**src/rch_pkg.sv**
```systemverilog
// Shared constants for the register command and host port block
package rch_pkg;
  localparam int unsigned NUM_REGS = 32;
  localparam int unsigned AW = 5;
  localparam logic [7:0] CMD_READ_BIT = 8'h07;
  // Register index map
  localparam logic [4:0] REG_PIN_CFG = 5'h00;
  localparam logic [4:0] REG_GPIO_DIR = 5'h01;
  localparam logic [4:0] REG_GPIO_OUT = 5'h02;
  localparam logic [4:0] REG_GPIO_IN = 5'h03;
  localparam logic [4:0] REG_IRQ_SET = 5'h04;
  localparam logic [4:0] REG_STATUS = 5'h05;
  localparam logic [4:0] PORT_FIFO = 5'h10;
  localparam logic [4:0] PORT_HOST = 5'h11;
  localparam logic [4:0] PORT_UART = 5'h12;
  localparam logic [4:0] PORT_MEM = 5'h13;
  // Pin configuration fields
  localparam int unsigned CFG_HOST_EN = 0;
  localparam int unsigned CFG_FIFO_PASSIVE = 1;
  localparam int unsigned CFG_ADC_EN = 2;
  localparam int unsigned CFG_DAC_EN = 3;
  localparam int unsigned CFG_CONF_DONE = 4;
  localparam logic [7:0] PIN_CFG_RST = 8'h01;
  // Host control pins at rest: deselected, strobe low
  localparam logic [7:0] HOST_CTRL_RST = 8'h01;
  localparam logic [7:0] ZERO_BYTE = 8'h00;
  localparam logic [1:0] CNT_ONE = 2'h1;
endpackage : rch_pkg

```
**src/rch_core.sv**
```systemverilog
// Command interpreter, register file, ports and host/GPIO pins
`timescale 1ns/1ps
module rch_core (
  input wire logic clock,
  input wire logic rst_n,
  input wire logic link_valid,
  input wire logic [7:0] link_byte,
  input wire logic link_last,
  output logic link_rd_valid,
  output logic [7:0] link_rd_byte,
  input wire logic host_select_n,
  input wire logic host_write_not_read,
  input wire logic host_data_not_address,
  input wire logic host_strobe,
  input wire logic [7:0] host_bus_lines_in,
  output logic [7:0] host_bus_lines_out,
  output logic [7:0] host_bus_lines_oe,
  output logic host_irq_n,
  output logic port_wr_valid,
  output logic [1:0] port_wr_sel,
  output logic [7:0] port_wr_byte,
  output logic port_rd_req,
  output logic [1:0] port_rd_sel,
  input wire logic [7:0] port_rd_byte,
  output logic host_mode,
  output logic fifo_passive,
  output logic adc_enable,
  output logic dac_enable,
  output logic config_done
);
  typedef enum logic [1:0] {RCH_IDLE, RCH_DATA} rch_state_t;

  rch_state_t state_reg;
  logic [7:0] regs_reg [rch_pkg::NUM_REGS];
  logic [4:0] cmd_addr_reg;
  logic cmd_read_reg;
  logic [4:0] host_addr_reg;
  logic [7:0] sync1_reg [2];
  logic [7:0] sync2_reg [2];
  logic [7:0] bus_s;
  logic sel_n_s;
  logic wnr_s;
  logic dna_s;
  logic stb_s;
  logic stb_d_reg;
  logic stb_rise;
  logic [1:0] link_cnt_reg;

  // Two-stage synchronisers for host pins; select rests high so no false select after reset
  always_ff @(posedge clock or negedge rst_n) begin
    if (!rst_n) begin
      sync1_reg[0] <= rch_pkg::ZERO_BYTE;
      sync2_reg[0] <= rch_pkg::ZERO_BYTE;
      sync1_reg[1] <= rch_pkg::HOST_CTRL_RST;
      sync2_reg[1] <= rch_pkg::HOST_CTRL_RST;
    end else begin
      sync1_reg[0] <= host_bus_lines_in;
      sync1_reg[1] <= {4'h0, host_strobe, host_data_not_address, host_write_not_read, host_select_n};
      sync2_reg[0] <= sync1_reg[0];
      sync2_reg[1] <= sync1_reg[1];
    end
  end

  assign bus_s = sync2_reg[0];
  assign sel_n_s = sync2_reg[1][0];
  assign wnr_s = sync2_reg[1][1];
  assign dna_s = sync2_reg[1][2];
  assign stb_s = sync2_reg[1][3];
  assign stb_rise = stb_s & ~stb_d_reg & ~sel_n_s;

  // Strobe edge memory
  always_ff @(posedge clock or negedge rst_n) begin
    if (!rst_n) begin
      stb_d_reg <= 1'b0;
    end else begin
      stb_d_reg <= stb_s;
    end
  end

  function automatic logic is_port(input logic [4:0] a);
    return (a == rch_pkg::PORT_FIFO) || (a == rch_pkg::PORT_HOST) ||
           (a == rch_pkg::PORT_UART) || (a == rch_pkg::PORT_MEM);
  endfunction : is_port

  // Link command state: command byte then data bytes
  always_ff @(posedge clock or negedge rst_n) begin
    if (!rst_n) begin
      state_reg <= RCH_IDLE;
      cmd_addr_reg <= '0;
      cmd_read_reg <= 1'b0;
      link_cnt_reg <= '0;
    end else begin
      case (state_reg)
        RCH_IDLE: begin
          if (link_valid) begin
            cmd_read_reg <= link_byte[rch_pkg::CMD_READ_BIT[2:0]];
            cmd_addr_reg <= link_byte[4:0];
            link_cnt_reg <= '0;
            if (!link_last) begin
              state_reg <= RCH_DATA;
            end
          end
        end
        RCH_DATA: begin
          if (link_valid) begin
            link_cnt_reg <= rch_pkg::CNT_ONE;
            if (link_last) begin
              state_reg <= RCH_IDLE;
            end
          end
        end
        default: state_reg <= RCH_IDLE;
      endcase
    end
  end

  logic link_wr;
  logic host_wr;
  assign link_wr = (state_reg == RCH_DATA) && link_valid && !cmd_read_reg &&
                   !(link_cnt_reg != '0 && !is_port(cmd_addr_reg));
  assign host_wr = stb_rise && wnr_s && dna_s;

  // Register file writes from link or host, link wins when both write in one cycle
  always_ff @(posedge clock or negedge rst_n) begin
    if (!rst_n) begin
      for (int i = 0; i < rch_pkg::NUM_REGS; i++) begin
        regs_reg[i] <= rch_pkg::ZERO_BYTE;
      end
      regs_reg[rch_pkg::REG_PIN_CFG] <= rch_pkg::PIN_CFG_RST;
    end else begin
      regs_reg[rch_pkg::REG_GPIO_IN] <= bus_s;
      if (link_wr && !is_port(cmd_addr_reg)) begin
        regs_reg[cmd_addr_reg] <= link_byte;
      end else if (host_wr && !is_port(host_addr_reg)) begin
        regs_reg[host_addr_reg] <= bus_s;
      end
    end
  end

  // Host address register
  always_ff @(posedge clock or negedge rst_n) begin
    if (!rst_n) begin
      host_addr_reg <= '0;
    end else if (stb_rise && wnr_s && !dna_s) begin
      host_addr_reg <= bus_s[4:0];
    end
  end

  logic [7:0] host_rd_val;
  assign host_rd_val = !dna_s ? {3'h0, host_addr_reg} :
                       is_port(host_addr_reg) ? port_rd_byte : regs_reg[host_addr_reg];

  // Port queue traffic: link data bytes go to or from the port; host writes too, unless a link port write takes that cycle
  always_ff @(posedge clock or negedge rst_n) begin
    if (!rst_n) begin
      port_wr_valid <= 1'b0;
      port_wr_sel <= '0;
      port_wr_byte <= '0;
      port_rd_req <= 1'b0;
      port_rd_sel <= '0;
    end else begin
      port_wr_valid <= 1'b0;
      port_rd_req <= 1'b0;
      if (link_wr && is_port(cmd_addr_reg)) begin
        port_wr_valid <= 1'b1;
        port_wr_sel <= cmd_addr_reg[1:0];
        port_wr_byte <= link_byte;
      end else if (host_wr && is_port(host_addr_reg)) begin
        port_wr_valid <= 1'b1;
        port_wr_sel <= host_addr_reg[1:0];
        port_wr_byte <= bus_s;
      end
      if (state_reg == RCH_DATA && link_valid && cmd_read_reg && is_port(cmd_addr_reg)) begin
        port_rd_req <= 1'b1;
        port_rd_sel <= cmd_addr_reg[1:0];
      end
    end
  end

  // Link read answers
  always_ff @(posedge clock or negedge rst_n) begin
    if (!rst_n) begin
      link_rd_valid <= 1'b0;
      link_rd_byte <= '0;
    end else begin
      link_rd_valid <= state_reg == RCH_DATA && link_valid && cmd_read_reg &&
                       !(link_cnt_reg != '0 && !is_port(cmd_addr_reg));
      link_rd_byte <= is_port(cmd_addr_reg) ? port_rd_byte : regs_reg[cmd_addr_reg];
    end
  end

  // Pins: host bus or GPIO, mode bits and interrupt
  always_ff @(posedge clock or negedge rst_n) begin
    if (!rst_n) begin
      host_bus_lines_out <= '0;
      host_bus_lines_oe <= '0;
      host_mode <= 1'b1;
      fifo_passive <= 1'b0;
      adc_enable <= 1'b0;
      dac_enable <= 1'b0;
      config_done <= 1'b0;
      host_irq_n <= 1'b1;
    end else begin
      host_mode <= regs_reg[rch_pkg::REG_PIN_CFG][rch_pkg::CFG_HOST_EN];
      fifo_passive <= regs_reg[rch_pkg::REG_PIN_CFG][rch_pkg::CFG_FIFO_PASSIVE];
      adc_enable <= regs_reg[rch_pkg::REG_PIN_CFG][rch_pkg::CFG_ADC_EN] &
                    ~regs_reg[rch_pkg::REG_PIN_CFG][rch_pkg::CFG_FIFO_PASSIVE];
      dac_enable <= regs_reg[rch_pkg::REG_PIN_CFG][rch_pkg::CFG_DAC_EN] &
                    ~regs_reg[rch_pkg::REG_PIN_CFG][rch_pkg::CFG_FIFO_PASSIVE];
      config_done <= regs_reg[rch_pkg::REG_PIN_CFG][rch_pkg::CFG_CONF_DONE];
      host_irq_n <= (regs_reg[rch_pkg::REG_IRQ_SET] == rch_pkg::ZERO_BYTE);
      if (regs_reg[rch_pkg::REG_PIN_CFG][rch_pkg::CFG_HOST_EN]) begin
        host_bus_lines_out <= host_rd_val;
        host_bus_lines_oe <= {8{~sel_n_s & ~wnr_s}};
      end else begin
        host_bus_lines_out <= regs_reg[rch_pkg::REG_GPIO_OUT];
        host_bus_lines_oe <= regs_reg[rch_pkg::REG_GPIO_DIR];
      end
    end
  end
endmodule : rch_core

```
**config.mk**
```make
export PLATFORM = sky130hd
export DESIGN_NAME = rch_core
export DESIGN_NICKNAME = d
export VERILOG_FILES = /design/src/rch_pkg.sv /design/src/rch_core.sv
export SDC_FILE = /design/constraint.sdc
export NUM_CORES = 1
export LEC_CHECK = 0
export ABC_AREA = 1
export ABC_CLOCK_PERIOD_IN_PS = 4900
export BUFFER_PORTS_ARGS = -buffer_cell sky130_fd_sc_hd__buf_2
export CAP_MARGIN = 25
export CORE_MARGIN = 3
export CORE_UTILIZATION = 45
export CTS_BUF_LIST = sky130_fd_sc_hd__clkbuf_16
export CTS_CLUSTER_SIZE = 25
export DETAILED_ROUTE_END_ITERATION = 8
export SYNTH_ARGS = -nofsm -noshare
export SYNTH_HDL_FRONTEND = slang
export SYNTH_SLANG_ARGS = --single-unit
export TNS_END_PERCENT = 20
```
**constraint.sdc**
```tcl
create_clock -name clock -period 4.9 [get_ports clock]
set_input_delay 0.49 -clock clock [delete_from_list [all_inputs] [get_ports clock]]
set_output_delay 0.49 -clock clock [all_outputs]
set_load 0.05 [all_outputs]
```
Word-level counts from Yosys, hierarchy flattened
Index checks and enable logic that the tools add are counted.
{"block": "totals", "ff_bits": 341, "output_inout_bits": 45, "wordCells": 155}
{"block": "op_classes", "n_reduce_logical": 36, "n_eq_ne": 13, "magnitude_cmp": 4, "bitwise": 11, "muxes": 34}
{"cell": "$bwmux W256", "n": 2}
{"cell": "$mux W256", "n": 2}
{"cell": "$mux W8", "n": 13}
{"cell": "$bmux W8 S5", "n": 2}
{"cell": "$demux W8 S5", "n": 2}
{"cell": "$eq A5 B5 Y1 const B", "n": 8}
{"cell": "$logic_and A1 B1 Y1", "n": 16}
{"cell": "$mux W2", "n": 8}
{"cell": "$ge A6 B6 Y1 const B", "n": 2}
{"cell": "$lt A6 B1 Y1 const B", "n": 2}
{"cell": "$not A5 Y6", "n": 2}
{"cell": "$logic_not A8 Y1", "n": 1}
{"cell": "$ne A2 B2 Y1 const B", "n": 4}
{"cell": "$pmux W2 S2", "n": 2}
{"cell": "$reduce_bool A2 Y1", "n": 4}
{"cell": "$logic_or A1 B1 Y1", "n": 6}
{"cell": "$and A1 B1 Y1", "n": 5}
{"cell": "$logic_not A1 Y1", "n": 5}
{"cell": "$not A1 Y1", "n": 4}
{"cell": "$reduce_and A4 Y1", "n": 1}
{"cell": "$mux W1", "n": 3}
{"cell": "$reduce_and A3 Y1", "n": 1}
{"cell": "$eq A2 B1 Y1 const B", "n": 1}
{"cell": "$logic_not A2 Y1", "n": 1}
{"cell": "$reduce_and A2 Y1", "n": 1}

Depth between registers and ports, before layout
Gate-level depths: netlist of run 1.
{"block": "logic_depth", "word_depth": 10, "depth_mapped": 13, "ltp_nobuf": 12}

Worst setup path before layout of run 1
Ideal clock, no wire load.
{"block": "synth_timing", "kind": "input to register", "from": "in link_valid", "to": "reg regs_reg[179] (netlist bit)", "arrival_time_ps": 1663, "stages": 10, "setup_time_ps": 116, "setup_slack_ps": 3121, "path_buffers": 1, "path_cell_list": "nand2_1 > nor2_2 > nand3_4 > buf_2 > nor2_2 > nand2_1 > o21ai_1 > inv_2 > nand2_1 > nand2_1"}
{"block": "synth_between", "elab_chain_cells": 5, "word_cells_on_any_way": 6, "cone_classes": "mux: 1; reduce/logical: 5"}
{"item": "from (decl)", "line_no": "rch_core.sv:6", "rtl": "input wire logic link_valid,"}
{"item": "$logic_and A1 B1 Y1 (*) (3 in series)", "line_no": "rch_core.sv:119", "rtl": "assign link_wr = (state_reg == RCH_DATA) && link_valid && !cmd_read_reg &&"}
{"item": "$logic_and A1 B1 Y1 (*)", "line_no": "rch_core.sv:132", "rtl": "if (link_wr && !is_port(cmd_addr_reg)) begin"}
{"item": "$mux W256 / $reduce_bool A2 Y1 (equally long branches)"}
{"item": "to (signal, indexed assignment)", "line_no": "rch_core.sv:131", "rtl": "regs_reg[rch_pkg::REG_GPIO_IN] <= bus_s;"}
{"item": "to (signal, indexed assignment)", "line_no": "rch_core.sv:133", "rtl": "regs_reg[cmd_addr_reg] <= link_byte;"}
{"item": "to (signal, indexed assignment)", "line_no": "rch_core.sv:135", "rtl": "regs_reg[host_addr_reg] <= bus_s;"}
{"item": "to (decl)", "line_no": "rch_core.sv:34", "rtl": "logic [7:0] regs_reg [rch_pkg::NUM_REGS];"}
Every way passes the cells marked *; elsewhere a longest branch is shown, timed or not.
A chain may end at the register's enable or synchronous reset.

Worst setup path in the final report of run 1
{"block": "layout_timing", "from": "reg cmd_addr_reg[2]", "to": "reg regs_reg[7] (netlist bit)"}
{"block": "layout_between", "elab_chain_cells": 10, "word_cells_on_any_way": 21, "cone_classes": "order compare: 2; eq/ne: 4; mux: 4; bitwise: 1; reduce/logical: 10"}
{"item": "from (decl)", "line_no": "rch_core.sv:35", "rtl": "logic [4:0] cmd_addr_reg;"}
{"item": "from (signal assigned)", "line_no": "rch_core.sv:97", "rtl": "cmd_addr_reg <= link_byte[4:0];"}
{"item": "parallel branches: the longest is 10 deep, another holds $ge A6 B6 Y1"}
Parallel ways; which one is timed is not known.

==> metrics.md, run 1 <==
| Metric | Value |
|---|---|
| Top_reg_cell synth | `dfrtp_1` |
| DP Wirelength | `52.9 mm` |
| Post-synth top area cell | `dfrtp_1` |
| Initial antenna violation count | `0` |
| CTS buffer count | `38` |
| Total power | `9.47 mW` |
| # fillers | `3,897` |
| Most frequent cells in the layout | `nand2_1, dfrtp_1, inv_1, nor2_1, nand3_1` |
| Top cell type's share of synthesized area | `42.1%` |
| Reg2reg start | `cmd_addr_reg[2]` |
| Routed WL | `80.9 mm` |
| CP endpoint kind | `flip-flop` |
| Routed Antenna Nets | `0` |
| Post-Syn Instances | `2,593` |
| Synth-to-layout area growth | `12.2%` |
| Commonest non-fill, non-tap cell in the layout | `nand2_1` |
| Min Tclk post-route | `3360 ps` |
| Via count | `19,441` |
| Share of layout cells above drive strength 1 | `9.25%` |
| Yosys reg bits | `307` |
| Post-Syn Area per Cell | `6.93 sq um` |
| Async set or reset register ratio after synthesis | `100%` |
| CP endpoint | `regs_reg[7]` |
| Starting DRT DRC Count | `2,949` |
| Flop2flop setup slack | `1540 ps` |
| First-pass GRT wire length | `119 mm` |
| Fin. Hold Viols | `22` |
| Wire per inst | `25.6 um` |
| Status | `finished, violations left` |
| Crit path DAT | `3860 ps` |
| Drt drc | `0` |
| Failing checks | `hold timing` |
| Total grt overflow | `0` |
| Critical path type | `reg2reg` |
| Worst reg2reg path depth | `9` |
| Dpl ws | `1740 ps` |
| Initial Utilization | `46.1%` |
| Slew HR | `22.9%` |
| Number of global-route vias before repair | `17,956` |
| Die width | `206 um` |
| Final Slew Violations | `0` |
| Final period util | `68.6%` |
| Die area | `0.0424 sq mm` |
| Crit-path max FO | `44` |
| Core area | `0.0390 sq mm` |
| Fmax | `297 MHz` |
| Nets | `2,642` |
| Mapped Area | `0.0180 sq mm` |
| Largest net degree at the start of global routing | `110` |
| Final setup fails | `0` |
| Tot GR Track Use | `38.1%` |
| Reg-to-reg endpoint | `regs_reg[7]` |
| Max reg flops | `224` |
| Max clock buf depth | `3` |
| Post-synth EDFFs | `0` |
| Clk sinks | `307` |
| H-Tree Depth | `2` |
| Synth warn | `0` |
| Setup TNS | `0 ps` |
| WHS | `-59.4 ps` |
| Final clock skew | `28.4 ps` |
| Port buffer count | `76` |
| Data required time of the worst path | `5400 ps` |
| Critical Path Start | `cmd_addr_reg[2]` |
| Via/cell ratio | `6.16` |
| Clk_lat worst skew | `580 ps` |
| Worst Setup Slack, final | `1540 ps` |
| CTS tree | `done` |
| Io pins | `77` |
| Leakage | `10.4 nW` |
| GPL Wtd Cong | `0.993` |
| Worst min-delay path category | `in2async` |
| Peak supply drop | `0.277 mV` |
| P per Cell Area | `470 mW/mm^2` |
| Die Ht | `206 um` |
| Post-CTS Resized | `0` |
| TritonRoute pass-1 iters | `7` |
| Seq/Total Area, Yosys | `42.8%` |
| Clk root buf | `clkbuf_16` |
| Row count | `72` |
| Synth unique cells | `39` |
| Worst slew pin tran | `1160 ps` |
| Syn Nets | `2,625` |
| Area contributors post-synth | `dfrtp_1, nand2_1, nand3_1` |
| Max cap viols | `0` |
| RSZ-0062 raised after global routing | `no` |
| Clock slew at reported path FFs | `60 ps` |
| CP Launch Type | `flip-flop` |
where the power goes:
| part | total (mW) | internal [mW] | leakage (nW) | switching (mW) |
|---|---|---|---|---|
| combinational | 2.78 | 0.699 | 5.79 | 2.08 |
| sequential | 3.60 | 3.04 | 3.90 | 0.557 |
| clock | 3.10 | 1.88 | 0.671 | 1.22 |
| total | 9.47 | 5.61 | 10.4 | 3.86 |
Yosys cell counts, types with 3 or more instances:
cell      number
o22a_1         3
a31oi_1       21
nor2_2        15
inv_2         16
o211ai_1       9
nor3_2         3
nor2_1       178
o31ai_1       34
nand2_2        6
o21bai_1      30
o21ai_0      129
a21boi_0       4
nor2_4         6
nand3_1      166
nand4_1       87
nand2_1     1011
inv_1        207
dfrtp_1      302
clkinv_1      10
buf_2         37
clkbuf_1      87
a22oi_1       78
o22ai_1       41
a21oi_1       67
buf_1         15
buf_4          6
dfstp_2        5
nor3_1         4
metal layers:
metal / wire, um / global-route usage [%] / share of wire (%)
met5: 0 / 0 / 0
met1: 31400 / 52.6 / 39
met2: 34000 / 55.8 / 42
met4: 4710 / 18.3 / 5.8
met3: 10800 / 9.94 / 13
worst min path at each step:
stage / start / endpoint / slack (ps) / depth (start not counted)
floorplan: rst_n / adc_enable / 190 / 0
global placement: sync1_reg[9] / bus_s[1] / 340 / 0
detailed placement: sync1_reg[14] / bus_s[6] / 330 / 0
CTS: rst_n / port_rd_req / 0.7 / 1
global route: host_data_not_address / sync1_reg[2] / 9 / 1
finish: rst_n / port_rd_req / -60 / 1
cells by family (layout without fill, tap and decap cells):
| logic type | after synthesis | count (layout) | share of synthesized area [%] |
|---|---|---|---|
| other cells | 0 | 1 | 0 |
| flops | 307 | 307 | 42.8 |
| buf+inv | 380 | 424 | 8.34 |
| compound gates | 420 | 420 | 14.4 |
| simple gates | 1486 | 1486 | 34.5 |
layout make-up:
| class | instances | area, sq um | share of cell area (%) |
|---|---|---|---|
| Clock inverter | 26 | 305 | 1.51 |
| Multi-Input combinational cell | 1906 | 8800 | 43.7 |
| Inverter | 235 | 885 | 4.39 |
| Antenna cell | 1 | 2.50 | 0.0124 |
| Sequential cell | 307 | 7690 | 38.2 |
| Tap cell | 518 | 648 | 3.21 |
| Timing Repair Buffer | 122 | 798 | 3.96 |
| Clock buffer | 41 | 1030 | 5.09 |
timing repair:
item                      CTS  global route
hold buffers                2             0
hold endpoints to repair    2             0
buffers inserted            0             0
worst max-delay path, cell delays in order, from the launching register on:
cell,delay (ps)
dfrtp_1,430
inv_2,140
nand3_2,550
nand3_4,400
buf_4,490
nor2_2,130
nand2_1,260
a21boi_0,590
nand2_1,110
nand2_1,110
per-stage QoR:
stage	instances	instance area (sq um)	utilization [%]
4_1_cts	3155	20200	51.7
3_3_place_gp	3085	18800	48.1
2_1_floorplan	2593	18000	-
6_report	3156	20200	51.7
5_1_grt	3155	20200	51.7
3_5_place_dp	3086	18800	48.2
Note: power is estimated with default switching activity, not from simulation.
==> run 2, diff against run 1 <==
--- a/config.mk
+++ b/config.mk
@@ -6,7 +6,7 @@
 export NUM_CORES = 1
 export LEC_CHECK = 0
 export ABC_AREA = 1
-export ABC_CLOCK_PERIOD_IN_PS = 4900
+export ABC_CLOCK_PERIOD_IN_PS = 3530
 export BUFFER_PORTS_ARGS = -buffer_cell sky130_fd_sc_hd__buf_2
 export CAP_MARGIN = 25
 export CORE_MARGIN = 3
==> constraint.sdc (replaced) <==
create_clock -name clock -period 3.53 [get_ports clock]
set_input_delay 0.353 -clock clock [delete_from_list [all_inputs] [get_ports clock]]
set_output_delay 0.353 -clock clock [all_outputs]
set_load 0.05 [all_outputs]
==> run 2 against run 1 <==
Net effect:
- the flow now finishes without violations
- die area stayed put
- worst setup slack worse by 920 ps
- sequential cell count stayed put
- register-to-register slack worse by 920 ps
- sequential share of layout area is 0.37 points lower
- combinational power is 43% higher
- first-iteration DRC count is 10% lower
- cell area is 1.0% higher
- critical path depth stayed put
- power is 33% higher
- global-route usage is 0.17 points higher
- largest cell class unchanged
- highest routed layer unchanged
==> metrics.md, run 2 (synthesis results as in run 1) <==
| Metric | Value |
|---|---|
| # fillers | `3,880 (was 3,897)` |
| Total grt overflow | `0 (unchanged)` |
| Flop2flop setup slack | `620 ps (was 1540 ps)` |
| Final Slew Violations | `0 (unchanged)` |
| Drt drc | `0 (unchanged)` |
| Starting DRT DRC Count | `2,648 (was 2,949)` |
| Final period util | `82.6% (was 68.6%)` |
| Die area | `0.0424 sq mm (unchanged)` |
| Core area | `0.0390 sq mm (unchanged)` |
| H-Tree Depth | `2 (unchanged)` |
| GPL Wtd Cong | `0.991 (was 0.993)` |
| Worst Setup Slack, final | `616 ps (was 1540 ps)` |
| CP endpoint kind | `flip-flop (unchanged)` |
| Initial Utilization | `46.1% (unchanged)` |
| Die width | `206 um (unchanged)` |
| Reg-to-reg endpoint | `host_bus_lines_out[5] (was regs_reg[7])` |
| Share of layout cells above drive strength 1 | `9.86% (was 9.25%)` |
| Routed WL | `81.5 mm (was 80.9 mm)` |
| Final setup fails | `0 (unchanged)` |
| Worst slew pin tran | `1150 ps (was 1160 ps)` |
| Routed Antenna Nets | `0 (unchanged)` |
| Wire per inst | `25.5 um (was 25.6 um)` |
| Largest net degree at the start of global routing | `84 (was 110)` |
| CTS tree | `done (unchanged)` |
| Io pins | `77 (unchanged)` |
| Port buffer count | `76 (unchanged)` |
| Via/cell ratio | `6.07 (was 6.16)` |
| Max reg flops | `224 (unchanged)` |
| Die Ht | `206 um (unchanged)` |
| CTS buffer count | `37 (was 38)` |
| RSZ-0062 raised after global routing | `no (unchanged)` |
| Final clock skew | `23.5 ps (was 28.4 ps)` |
| P_sw | `5.29 mW (was 3.86 mW)` |
| HP Start | `link_valid` |
| Data required time of the worst path | `4020 ps (was 5400 ps)` |
| Via count | `19,385 (was 19,441)` |
| Final instance area | `0.0204 sq mm (was 0.0202 sq mm)` |
| Comb pwr share | `31.5% (was 29.4%)` |
| Initial antenna violation count | `1 (was 0)` |
| Number of global-route vias before repair | `17,880 (was 17,956)` |
| Clk sinks | `307 (unchanged)` |
| P per Cell Area | `618 mW/mm^2 (was 470 mW/mm^2)` |
| Clk_lat worst skew | `560 ps (was 580 ps)` |
| Fin. Hold Viols | `0 (was 22)` |
| Hold path cells | `2` |
| CP Launch Type | `flip-flop (unchanged)` |
| Min Tclk post-route | `2910 ps (was 3360 ps)` |
| Dpl ws | `727 ps (was 1740 ps)` |
| Leakage | `10.5 nW (was 10.4 nW)` |
| Hold endpoint | `link_cnt_reg[0]` |
| Critical path type | `reg2reg (unchanged)` |
| Nets | `2,683 (was 2,642)` |
| P_int | `7.31 mW (was 5.61 mW)` |
| Post-CTS setup buffers | `0 (unchanged)` |
| Tot GR Track Use | `38.3% (was 38.1%)` |
| Switching Share | `42.0% (was 40.7%)` |
| Max clock buf depth | `3 (unchanged)` |
| Synth-to-layout area growth | `13.4% (was 12.2%)` |
| Slew HR | `23.2% (was 22.9%)` |
| First-pass GRT wire length | `119 mm (about the same)` |
| Post-CTS Resized | `0 (unchanged)` |
| Worst min-delay path category | `in2reg (was in2async)` |
| Worst reg2reg path depth | `9 (unchanged)` |
| Clock slew at reported path FFs | `60 ps (about the same)` |
| DP Wirelength | `55.3 mm (was 52.9 mm)` |
| Most frequent cells in the layout | `nand2_1, dfrtp_1, inv_1, nor2_1, nand3_1 (unchanged)` |
| Row count | `72 (unchanged)` |
| TritonRoute pass-1 iters | `8 (was 7)` |
| Clock group share of total power | `28.8% (was 32.7%)` |
| Reg power frac | `39.7% (was 38.0%)` |
| Status | `finished, final reports clean (was finished, violations left)` |
| Clk root buf | `clkbuf_16 (unchanged)` |
| Peak supply drop | `0.423 mV (was 0.277 mV)` |
| Crit path DAT | `3410 ps (was 3860 ps)` |
| WHS | `18.1 ps (was -59.4 ps)` |
| Setup TNS | `0 ps (unchanged)` |
| CTS Hold Bufs | `14 (was 2)` |
| Reg2reg start | `host_addr_reg[1] (was cmd_addr_reg[2])` |
| Cell Area, Placed | `0.0191 sq mm (was 0.0188 sq mm)` |
| Crit-path max FO | `15 (was 44)` |
| Max cap viols | `0 (unchanged)` |
| Fmax | `343 MHz (was 297 MHz)` |
| Commonest non-fill, non-tap cell in the layout | `nand2_1 (unchanged)` |
## run 2: changes by cell type in the layout (fill, tap and decap cells not counted), moves of 5 or more
cell and change:
buf_4 +23, bufinv_16 -5, dlygate4sd3_1 +12, inv_1 +8
## run 2: cell type report
class	instances	area, sq um	share of cell area, %
Timing Repair Buffer	164	1240	6.09
Inverter	235	885	4.34
Sequential cell	307	7700	37.8
Multi-Input combinational cell	1906	8800	43.2
Clock buffer	37	926	4.54
Tap cell	518	648	3.18
Antenna cell	1	2.50	0.0123
Clock inverter	28	169	0.829
## run 2: how the worst max path moves through the flow
stage	slack [ps]	startpoint	end	depth (start not counted)
final	620	host_addr_reg[1]	host_bus_lines_out[5]	9
after global routing	500	host_addr_reg[0]	host_bus_lines_out[7]	10
after CTS	720	host_addr_reg[0]	host_bus_lines_out[5]	10
after detailed placement	730	host_addr_reg[0]	host_bus_lines_out[5]	10
after global placement	690	host_addr_reg[1]	host_bus_lines_out[5]	9
after floorplan	1810	host_addr_reg[4]	regs_reg[165]	12
## run 2: critical path, stage by stage (launching register included)
cell     delay [ps]
dfrtp_1         660
inv_1           180
nand2_1         490
buf_4           380
o22ai_1         100
o21ai_0         450
nand2_1         200
nor2_1          130
nand3_1         140
nand2_1         110
## run 2: metal layers
layer	vias to the layer above	routed length (um)	GRT usage [%]
met5	-	0	0
met4	0	4790	20.0
met3	254	9840	9.07
met2	1320	34700	56.3
met1	9246	32300	52.5
li1	8565	-	-
## run 2: per-stage QoR
| stage | power, mW | utilization, % | cells |
|---|---|---|---|
| 6_report | 12.6 | 52.2 | 3196 |
| 5_1_grt | 13.1 | 52.2 | 3195 |
| 4_1_cts | 12.5 | 52.2 | 3195 |
| 3_5_place_dp | 8.86 | 49.1 | 3116 |
| 3_3_place_gp | 8.83 | 48.8 | 3112 |
| 2_1_floorplan | 7.22 | - | 2593 |
## run 2: power by group through the flow
| stage | clock network (mW) | logic (mW) | registers (mW) |
|---|---|---|---|
| 2_1_floorplan | 0 | 1.93 | 5.29 |
| 3_3_place_gp | 0 | 3.81 | 5.01 |
| 3_5_place_dp | 0 | 3.85 | 5.01 |
| 4_1_cts | 3.66 | 3.88 | 4.95 |
| 5_1_grt | 3.79 | 4.23 | 5.04 |
| 6_report | 3.63 | 3.97 | 5.00 |
